`src/hdl/asd_pkg.sv`:
```
// constants, field layouts and helpers shared by the scan command decoder
// assumes a single 100 MHz reference clock and an active-low asynchronous reset
package asd_pkg;

    // ----------------------------------------------------------------
    // command byte layout
    // ----------------------------------------------------------------
    localparam int unsigned CMD_W = 8;
    localparam int unsigned CONV_SEL_BIT = 7;
    localparam int unsigned SETUP_SEL_BIT = 6;
    // setup: clock mode 10 and select bit 6 set after reset, all other bits clear
    localparam logic [7:0] SETUP_RST = 8'h60;
    localparam logic [7:0] SCAN_CMD_RST = 8'h00;

    typedef struct packed {
        logic conv_sel;
        logic chan_sel_b3;
        logic chan_sel_b2;
        logic chan_sel_b1;
        logic chan_sel_b0;
        logic sweep_mode_hi;
        logic sweep_mode_lo;
        logic temp_req;
    } asd_scan_cmd_t;

    typedef struct packed {
        logic reg_sel_b7;
        logic reg_sel_b6;
        logic clk_mode_hi;
        logic clk_mode_lo;
        logic vref_mode_hi;
        logic vref_mode_lo;
        logic pair_cfg_hi;
        logic pair_cfg_lo;
    } asd_setup_t;

    // one request towards the conversion core
    typedef struct packed {
        logic [3:0] chan;
        logic pair;
        logic temp;
    } asd_conv_req_t;

    // ----------------------------------------------------------------
    // modes, channels and timing
    // ----------------------------------------------------------------
    typedef enum logic [1:0] {
        SWEEP_UP_TO = 2'h0, SWEEP_FROM = 2'h1, SWEEP_REPEAT = 2'h2, SWEEP_SINGLE = 2'h3
    } asd_sweep_t;

    typedef enum logic [2:0] {
        ST_IDLE = 3'h1, ST_PICK = 3'h2, ST_WAIT = 3'h4
    } asd_state_t;

    localparam logic [3:0] TOP_CHAN = 4'hf;
    localparam logic [3:0] VREF2_CHAN = 4'he;
    localparam logic [4:0] ONE_RESULT = 5'h01;
    localparam int unsigned REPEAT_SHIFT = 2;
    localparam logic [3:0] INT_CLK_DIV = 4'h8;
    localparam int unsigned REF_CLK_KHZ = 100000;
    localparam int unsigned SCLK_MAX_KHZ = 3600;
    localparam int unsigned SCLK_MIN_CYC = (REF_CLK_KHZ + SCLK_MAX_KHZ - 1) / SCLK_MAX_KHZ;
    localparam logic [5:0] SCLK_MIN_GAP = 6'(SCLK_MIN_CYC);

    // ----------------------------------------------------------------
    // helpers
    // ----------------------------------------------------------------
    function automatic logic [3:0] asd_chan_of(input asd_scan_cmd_t c);
        return {c.chan_sel_b3, c.chan_sel_b2, c.chan_sel_b1, c.chan_sel_b0};
    endfunction

    function automatic asd_sweep_t asd_sweep_of(input asd_scan_cmd_t c);
        return asd_sweep_t'({c.sweep_mode_hi, c.sweep_mode_lo});
    endfunction

    // number of results of a repeated sweep: 4, 8, 12 or 16
    function automatic logic [4:0] asd_repeat_results(input logic [1:0] cnt);
        return 5'(({3'h0, cnt} + 5'h01) << REPEAT_SHIFT);
    endfunction

    // a channel (or its pair) shares a pin with the start input or second reference
    function automatic logic asd_chan_blocked(input logic [3:0] ch, input logic start_pin,
                                              input logic vref2_pin, input logic paired);
        logic [3:0] lo;
        logic [3:0] hi;
        lo = paired ? {ch[3:1], 1'b0} : ch;
        hi = paired ? {ch[3:1], 1'b1} : ch;
        return (start_pin && (lo == TOP_CHAN || hi == TOP_CHAN)) ||
               (vref2_pin && (lo == VREF2_CHAN || hi == VREF2_CHAN));
    endfunction

endpackage

```
`src/hdl/asd_sync.sv`:
```
// two-stage synchroniser for pins arriving from outside the clock domain
// assumes nothing downstream looks at the first stage
`timescale 1ns/1ps

module asd_sync #(
    parameter int unsigned WIDTH = 4,
    parameter logic [WIDTH-1:0] RESET_VAL = '0
) (
    // clock and reset
    input wire logic ref_clk_i,
    input wire logic reset_n_i,
    // pins
    input wire logic [WIDTH-1:0] async_i,
    output logic [WIDTH-1:0] sync_o
);

    logic [WIDTH-1:0] meta_r;

    // first stage feeds only the second
    always_ff @(posedge ref_clk_i or negedge reset_n_i) begin
        if (!reset_n_i) begin
            meta_r <= RESET_VAL;
            sync_o <= RESET_VAL;
        end else begin
            meta_r <= async_i;
            sync_o <= meta_r;
        end
    end

endmodule // asd_sync

```
`src/hdl/asd_rx.sv`:
```
// serial byte receiver: msb first, framed by an active-low select
// assumes its inputs are already synchronised to ref_clk_i
`timescale 1ns/1ps

module asd_rx (
    // clock and reset
    input wire logic ref_clk_i,
    input wire logic reset_n_i,
    // synchronised serial pins
    input wire logic sclk_s_i,
    input wire logic cs_n_s_i,
    input wire logic din_s_i,
    // received byte
    output logic byte_valid_o,
    output logic [7:0] byte_o,
    output logic sclk_rise_o
);

    logic sclk_d_r;
    logic [2:0] cnt_r;
    logic [6:0] shift_r;
    wire rise = sclk_s_i & ~sclk_d_r;
    wire take = rise & ~cs_n_s_i;

    // shift on each rising edge; the eighth bit completes the byte
    always_ff @(posedge ref_clk_i or negedge reset_n_i) begin
        if (!reset_n_i) begin
            sclk_d_r <= 1'b0;
            cnt_r <= 3'h0;
            shift_r <= 7'h00;
            byte_valid_o <= 1'b0;
            byte_o <= 8'h00;
            sclk_rise_o <= 1'b0;
        end else begin
            sclk_d_r <= sclk_s_i;
            sclk_rise_o <= rise;
            byte_valid_o <= take && cnt_r == 3'h7;
            if (cs_n_s_i) begin
                cnt_r <= 3'h0; // a partial byte dies with the frame
            end else if (take) begin
                cnt_r <= cnt_r + 3'h1;
                shift_r <= {shift_r[5:0], din_s_i};
                if (cnt_r == 3'h7) begin
                    byte_o <= {shift_r, din_s_i};
                end
            end
        end
    end
endmodule // asd_rx

```
`src/hdl/asd_scan_decoder.sv`:
```
// scan command decoder: receives command bytes, holds the scan and setup
// registers and walks the requested channel sequence towards the converter
// assumes the conversion core pulses conv_done_i once per request, same clock
`timescale 1ns/1ps

module asd_scan_decoder (
    // clock and reset
    input wire logic ref_clk_i,
    input wire logic reset_n_i,
    // serial pins
    input wire logic sclk_i,
    input wire logic cs_n_i,
    input wire logic din_i,
    input wire logic conv_start_n_i,
    // from neighbouring registers
    input wire logic repeat_count_hi_i,
    input wire logic repeat_count_lo_i,
    input wire logic [7:0] pair_mask_i,
    // conversion core
    input wire logic conv_done_i,
    output logic conv_req_o,
    output logic [3:0] conv_chan_o,
    output logic conv_pair_o,
    output logic conv_temp_o,
    output logic conv_clk_en_o,
    output logic acq_track_o,
    // status and configuration
    output logic scan_busy_o,
    output logic [1:0] clk_mode_o,
    output logic [1:0] vref_mode_o,
    output logic [1:0] pair_cfg_o,
    output logic top_is_start_o,
    output logic sclk_overspeed_o
);

    // ----------------------------------------------------------------
    // pin capture and byte receiver
    // ----------------------------------------------------------------
    logic [3:0] pins_s;
    logic byte_valid;
    logic [7:0] rx_byte;
    logic sclk_rise;

    // select and start idle high so no false edge leaves reset
    asd_sync #(.WIDTH(4), .RESET_VAL(4'h5)) u_sync (
        .ref_clk_i(ref_clk_i),
        .reset_n_i(reset_n_i),
        .async_i({sclk_i, cs_n_i, din_i, conv_start_n_i}),
        .sync_o(pins_s)
    );

    asd_rx u_rx (
        .ref_clk_i(ref_clk_i),
        .reset_n_i(reset_n_i),
        .sclk_s_i(pins_s[3]),
        .cs_n_s_i(pins_s[2]),
        .din_s_i(pins_s[1]),
        .byte_valid_o(byte_valid),
        .byte_o(rx_byte),
        .sclk_rise_o(sclk_rise)
    );

    // ----------------------------------------------------------------
    // command decode and registers
    // ----------------------------------------------------------------
    asd_pkg::asd_scan_cmd_t scan_cmd_r;
    asd_pkg::asd_setup_t setup_r;
    asd_pkg::asd_scan_cmd_t job_r;
    logic setup_seen_r;
    logic start_n_d_r;
    asd_pkg::asd_state_t state_r;
    asd_pkg::asd_state_t state_nxt;

    // register select from the top bits of the byte
    wire is_conv = byte_valid && rx_byte[asd_pkg::CONV_SEL_BIT];
    wire is_setup = byte_valid && !rx_byte[asd_pkg::CONV_SEL_BIT] &&
                    rx_byte[asd_pkg::SETUP_SEL_BIT];
    wire [1:0] clk_mode = {setup_r.clk_mode_hi, setup_r.clk_mode_lo};
    wire start_pin_mode = !clk_mode[1];
    wire vref2_pin = setup_r.vref_mode_lo;
    wire start_fall = start_n_d_r && !pins_s[0];
    wire idle = state_r == asd_pkg::ST_IDLE;
    // a start while busy is dropped; the new command waits for the next start
    wire write_go = is_conv && clk_mode[1];
    wire pin_go = start_fall && start_pin_mode;
    wire go = idle && (write_go || pin_go);
    wire asd_pkg::asd_scan_cmd_t cmd_eff =
        is_conv ? asd_pkg::asd_scan_cmd_t'(rx_byte) : scan_cmd_r;

    // register writes; bytes for other registers are ignored here
    always_ff @(posedge ref_clk_i or negedge reset_n_i) begin
        if (!reset_n_i) begin
            scan_cmd_r <= asd_pkg::SCAN_CMD_RST;
            setup_r <= asd_pkg::SETUP_RST;
            setup_seen_r <= 1'b0;
            start_n_d_r <= 1'b1;
        end else begin
            start_n_d_r <= pins_s[0];
            if (is_conv) begin
                scan_cmd_r <= asd_pkg::asd_scan_cmd_t'(rx_byte);
            end
            if (is_setup) begin
                setup_r <= asd_pkg::asd_setup_t'(rx_byte);
                setup_seen_r <= 1'b1;
            end
        end
    end

    // ----------------------------------------------------------------
    // sweep sequencer
    // ----------------------------------------------------------------
    logic [3:0] cur_r;
    logic [3:0] last_r;
    logic [4:0] reps_r;
    logic temp_pend_r;
    logic wait_temp_r;

    // start point, end point and count of the new sweep
    wire [3:0] n_chan = asd_pkg::asd_chan_of(cmd_eff);
    wire asd_pkg::asd_sweep_t n_sweep = asd_pkg::asd_sweep_of(cmd_eff);
    wire n_paired = pair_mask_i[n_chan[3:1]];
    wire [3:0] n_norm = n_paired ? {n_chan[3:1], 1'b0} : n_chan;
    wire [3:0] go_cur = (n_sweep == asd_pkg::SWEEP_UP_TO) ? 4'h0 : n_norm;
    wire [3:0] go_last = (n_sweep == asd_pkg::SWEEP_UP_TO) ? n_chan :
                         (n_sweep == asd_pkg::SWEEP_FROM) ? asd_pkg::TOP_CHAN : n_norm;
    wire [4:0] go_reps = (n_sweep == asd_pkg::SWEEP_REPEAT) ?
        asd_pkg::asd_repeat_results({repeat_count_hi_i, repeat_count_lo_i}) :
        asd_pkg::ONE_RESULT;

    // per-channel decision while walking
    wire asd_pkg::asd_sweep_t job_sweep = asd_pkg::asd_sweep_of(job_r);
    wire walk = job_sweep == asd_pkg::SWEEP_UP_TO || job_sweep == asd_pkg::SWEEP_FROM;
    wire cur_paired = pair_mask_i[cur_r[3:1]];
    wire cur_blocked = asd_pkg::asd_chan_blocked(cur_r, start_pin_mode, vref2_pin,
                                                 cur_paired);
    wire emit = !cur_blocked && !(cur_paired && cur_r[0]);
    wire at_end = walk ? (cur_r == last_r) : (reps_r == asd_pkg::ONE_RESULT);
    wire in_pick = state_r == asd_pkg::ST_PICK;
    wire in_wait = state_r == asd_pkg::ST_WAIT;
    wire issue = in_pick && (temp_pend_r || emit);
    wire step = (in_pick && !temp_pend_r && !emit) ||
                (in_wait && conv_done_i && !wait_temp_r);

    // next state
    always_comb begin
        state_nxt = state_r;
        unique case (state_r)
            asd_pkg::ST_IDLE: begin
                if (go) begin
                    state_nxt = asd_pkg::ST_PICK;
                end
            end
            asd_pkg::ST_PICK: begin
                if (issue) begin
                    state_nxt = asd_pkg::ST_WAIT;
                end else if (at_end) begin
                    state_nxt = asd_pkg::ST_IDLE;
                end
            end
            asd_pkg::ST_WAIT: begin
                if (conv_done_i) begin
                    state_nxt = (wait_temp_r || !at_end) ? asd_pkg::ST_PICK : asd_pkg::ST_IDLE;
                end
            end
            default: begin
                state_nxt = asd_pkg::ST_IDLE;
            end
        endcase
    end

    // sequencer registers
    always_ff @(posedge ref_clk_i or negedge reset_n_i) begin
        if (!reset_n_i) begin
            state_r <= asd_pkg::ST_IDLE;
            job_r <= asd_pkg::SCAN_CMD_RST;
            cur_r <= 4'h0;
            last_r <= 4'h0;
            reps_r <= asd_pkg::ONE_RESULT;
            temp_pend_r <= 1'b0;
            wait_temp_r <= 1'b0;
        end else begin
            state_r <= state_nxt;
            if (go) begin
                job_r <= cmd_eff;
                cur_r <= go_cur;
                last_r <= go_last;
                reps_r <= go_reps;
                temp_pend_r <= cmd_eff.temp_req; // temperature goes ahead
            end else if (step && !at_end) begin
                cur_r <= walk ? cur_r + 4'h1 : cur_r;
                reps_r <= reps_r - 5'h01;
            end
            if (issue) begin
                wait_temp_r <= temp_pend_r;
                temp_pend_r <= 1'b0;
            end
        end
    end

    // ----------------------------------------------------------------
    // conversion clock, acquisition and serial-clock watch
    // ----------------------------------------------------------------
    logic [3:0] div_r;
    logic [5:0] gap_r;
    logic gap_armed_r;
    wire div_tick = div_r == asd_pkg::INT_CLK_DIV - 4'h1;
    wire ext_clk = clk_mode == 2'h3;
    // a too-short gap between serial edges in external clock mode
    wire too_fast = ext_clk && sclk_rise && !pins_s[2] && gap_armed_r &&
                    gap_r < asd_pkg::SCLK_MIN_GAP;

    // divider keeps running so the internal clock never needs a restart
    always_ff @(posedge ref_clk_i or negedge reset_n_i) begin
        if (!reset_n_i) begin
            div_r <= 4'h0;
            gap_r <= 6'h00;
            gap_armed_r <= 1'b0;
        end else begin
            div_r <= div_tick ? 4'h0 : div_r + 4'h1;
            if (sclk_rise) begin
                gap_r <= 6'h00;
            end else if (gap_r != asd_pkg::SCLK_MIN_GAP) begin
                gap_r <= gap_r + 6'h01;
            end
            gap_armed_r <= pins_s[2] ? 1'b0 : (gap_armed_r || sclk_rise);
        end
    end

    // ----------------------------------------------------------------
    // registered outputs
    // ----------------------------------------------------------------
    always_ff @(posedge ref_clk_i or negedge reset_n_i) begin
        if (!reset_n_i) begin
            conv_req_o <= 1'b0;
            conv_chan_o <= 4'h0;
            conv_pair_o <= 1'b0;
            conv_temp_o <= 1'b0;
            conv_clk_en_o <= 1'b0;
            acq_track_o <= 1'b0;
            scan_busy_o <= 1'b0;
            top_is_start_o <= ~asd_pkg::SETUP_RST[5]; // role follows reset clock mode
            sclk_overspeed_o <= 1'b0;
        end else begin
            conv_req_o <= issue;
            if (issue) begin
                conv_chan_o <= temp_pend_r ? 4'h0 : cur_r;
                conv_pair_o <= !temp_pend_r && cur_paired;
                conv_temp_o <= temp_pend_r;
            end
            conv_clk_en_o <= ext_clk ? sclk_rise : (div_tick && !ext_clk);
            acq_track_o <= (clk_mode == 2'h1) ? !pins_s[0] : 1'b0;
            scan_busy_o <= state_nxt != asd_pkg::ST_IDLE;
            top_is_start_o <= start_pin_mode;
            // set wins over the clear of a setup write
            sclk_overspeed_o <= too_fast || (sclk_overspeed_o && !is_setup);
        end
    end

    assign clk_mode_o = clk_mode;
    assign vref_mode_o = {setup_r.vref_mode_hi, setup_r.vref_mode_lo};
    assign pair_cfg_o = {setup_r.pair_cfg_hi, setup_r.pair_cfg_lo};
endmodule // asd_scan_decoder

```
`config.mk`:
```
export PLATFORM = sky130hd
export DESIGN_NAME = asd_scan_decoder
export DESIGN_NICKNAME = d
export VERILOG_FILES = /design/src/hdl/asd_pkg.sv /design/src/hdl/asd_sync.sv /design/src/hdl/asd_rx.sv /design/src/hdl/asd_scan_decoder.sv
export SDC_FILE = /design/constraint.sdc
export NUM_CORES = 1
export LEC_CHECK = 0
export ABC_AREA = 1
export BUFFER_PORTS_ARGS = -buffer_cell sky130_fd_sc_hd__buf_2
export CAP_MARGIN = 20
export CORE_MARGIN = 2
export CORE_UTILIZATION = 52
export DETAILED_ROUTE_END_ITERATION = 8
export PLACE_DENSITY = 0.77
export SLEW_MARGIN = 30
export SYNTH_ARGS = -nofsm -noshare
export SYNTH_HDL_FRONTEND = slang
export SYNTH_SLANG_ARGS = --single-unit
```
`constraint.sdc`:
```
create_clock -name ref_clk_i -period 3.6 [get_ports ref_clk_i]
set_clock_uncertainty 0.05 [all_clocks]
set_input_delay 0.54 -clock ref_clk_i [delete_from_list [all_inputs] [get_ports ref_clk_i]]
set_output_delay 0.54 -clock ref_clk_i [all_outputs]
set_load 0.02 [all_outputs]
```
==> results_dict.tcl <==
set metrics [dict create \
    outcome "completed" \
    holdWs_ns 0.149 \
    viasPerCell 5.13 \
    drt-pass1-iter-count 4 \
    drv_slew 0 \
    power_mw 2.54 \
    cts_buffers 9 \
    start_util 0.542 \
    clock_latency_ns 0.36 \
    final_util 0.613 \
    worstSetupStartpointType "register" \
    postCtsSetupBuffers 0 \
    boundaryPins 35 \
    critical_path_class "reg -> reg" \
    yosysTopAreaCellShare 0.510 \
    syn_avg_cell_area_sq_um 9.11 \
    n_antenna_cell 0 \
    netlist_top_cells_area "dfrtp_1 (51%), nand2_1 (10%), dfstp_2 (5.6%)" \
    vias 2811 \
    instances_no_fill 548 \
    ys_ff_latch 84 \
    crit_end "cur_r[1]" \
    drtIter0Drc 205 \
    ys_warn_count 0 \
    cts_tree "built" \
    rows 30 \
    power_density_nw_per_um2 603 \
    routedWlPerCell_microns 13.5 \
    clkSinkCount 84 \
    die_height_microns 88.7 \
    nets 473 \
    areaGrowthSynthToFinish_pct 13.0 \
    crit_fanout 12 \
    layout-drive-gt1-share 0.179 \
    hp-class "in -> async" \
    clockBufferDepth 2 \
    clock-root-buffer "clkbuf_8" \
    io_buffers 34 \
    tightest_slew_ns 0.724 \
    rsz0062_at_grt "false" \
    ir_drop_mv 0.225 \
    r2r_end "cur_r[1]" \
    crit_arrival_ns 2.42 \
    syn-num-nets 435 \
    period_needed_ns 2.22 \
    gp_congestion 0.981 \
    netlist_area_sq_um 3730 \
    synth_top_cell_by_area "dfrtp_1" \
    hold_violations 0 \
    postCtsHoldBufs 0 \
    grt_max_degree 85 \
    grt_pass1_vias 2767 \
    core_sq_um 6870 \
    placed_cells 532 \
    grtUsageTotal 0.209 \
    syn_inst 409 \
    grt-ovfl-total 0 \
    totalWireLength_microns 7410 \
    path_clk_slew_ns 0.08 \
    register_area_sq_um 2110 \
    drtAntennaViolNets 0 \
    ys_types 38 \
    crit_path_start "cur_r[1]" \
    htree_levels 3 \
    ff2ff_setup_slack_ns 1.38 \
    max_slew_margin 0.518 \
    crit_required_ns 3.80 \
    end_kind "register" \
    drc 0 \
    grt_first_pass_wirelength_microns 12500 \
    seq_area_frac_synth 0.567 \
    die_width_microns 88.7 \
    period_share 0.618 \
    grt_antenna_before_repair 0 \
    nFillCells 590 \
    max_freq_mhz 450 \
    finalSetupTns_ns 0 \
    multi_input_area_sq_um 1330 \
    finalSetupViolCount 0 \
    cellLeakagePower_nw 2.18 \
    r2r-start "cur_r[1]" \
    rr_worst_depth 15 \
    post_cts_resized 0 \
    maxCapViolCount 0 \
    die-area_sq_um 7860 \
    dpl.hpwl_microns 5140 \
]
[stage by stage]
| stage | setup slack (ns) | instance area (sq um) |
|---|---|---|
| global route | 1.15 | 4210 |
| finish | 1.38 | 4210 |
| detailed placement | 1.44 | 3980 |
| global placement | 1.53 | 3970 |
| CTS | 1.38 | 4210 |
| floorplan | 1.85 | 3730 |
[sequential cells by signal, indices dropped and copies added, names as in the netlist, 2 cells and up]
name,flops
u_sync.sync_o,4
u_sync.meta_r,4
cur_r,4
u_rx.cnt_r,3
gap_r,6
state_r,3
u_rx.shift_r,7
pair_cfg_o,2
clk_mode_o,2
last_r,4
reps_r,5
u_rx.byte_o,8
conv_chan_o,4
scan_cmd_r,7
div_r,4
[metal layers]
layer	track usage	routed length, microns	vias to the layer above
met5	0	0	-
met4	0.114	226	0
met3	0.0326	222	22
met2	0.337	3600	55
met1	0.271	3360	1342
li1	-	-	1392
[layout make-up]
type,count,share of cell area
flip-flops and latches,84,0.502
multi-input cells,257,0.316
inverters,60,0.0541
repair buffers,35,0.0437
clock buffers,10,0.0327
well taps,96,0.0285
clock inverters,6,0.0229
[cells in the mapped netlist, drive strengths merged]
| library cell | n |
|---|---|
| inv | 60 |
| o41ai | 1 |
| xnor2 | 2 |
| o211ai | 4 |
| ha | 9 |
| o22ai | 5 |
| xor2 | 5 |
| dfstp | 8 |
| dfrtp | 76 |
| nor4 | 1 |
| or2 | 4 |
| nand3 | 28 |
| a211oi | 2 |
| a21oi | 9 |
| o21a | 1 |
| o21ai | 46 |
| buf | 4 |
| nand2 | 106 |
| clkbuf | 4 |
| o31ai | 1 |
| nor3 | 6 |
| a31oi | 4 |
| nor2 | 21 |
| o221a | 1 |
| a22oi | 1 |
[worst max-delay path: stages (launching register included)]
cell and delay, ns:
dfrtp_1 0.58, inv_4 0.10, nand2_1 0.07, nand3_1 0.09, nand3_1 0.11, nand2_1 0.09, nor2_1 0.13, nand2_1 0.12
nand2_2 0.12, nand2_2 0.05, nand2_2 0.09, nand2_4 0.09, nand2_4 0.15, nand2_1 0.13, nand2_1 0.09, nand2_1 0.05
[how the worst min path moves through the flow]
| stage | to | slack [ns] | cells after the start |
|---|---|---|---|
| 3_5_place_dp | u_sync.sync_o[1] | 0.29 | 0 |
| 6_report | u_sync.sync_o[3] | 0.15 | 1 |
| 3_3_place_gp | u_sync.sync_o[1] | 0.28 | 0 |
| 2_1_floorplan | acq_track_o | 0.19 | 0 |
| 4_1_cts | u_sync.meta_r[1] | 0.20 | 1 |
| 5_1_grt | u_sync.sync_o[3] | 0.21 | 1 |
[cells by family after synthesis]
kind of cell	after synthesis	share of synthesized area
xor+xnor	7	0.0165
compound gates	75	0.122
fa+ha+maj	9	0.0302
buf+inv	68	0.0756
flops	84	0.567
simple gates	166	0.189
[placed cells by master (no fill, tap or decap), drive strengths merged, types with 4 or more instances in the layout]
cell	synthesis	final
nor2	21	21
a31oi	4	4
buf	4	35
dfrtp	76	76
or2	4	4
nand2	106	106
o21ai	46	46
a21oi	9	9
nand3	28	28
nor3	6	6
o211ai	4	4
clkbuf	4	10
o22ai	5	5
inv	60	61
xor2	5	5
dfstp	8	8
ha	9	9
[power breakdown]
group	internal [mW]	switching, mW
clock network	0.416	0.350
registers	1.08	0.116
logic	0.220	0.356
No activity file was read; power rests on OpenSTA's default activity.
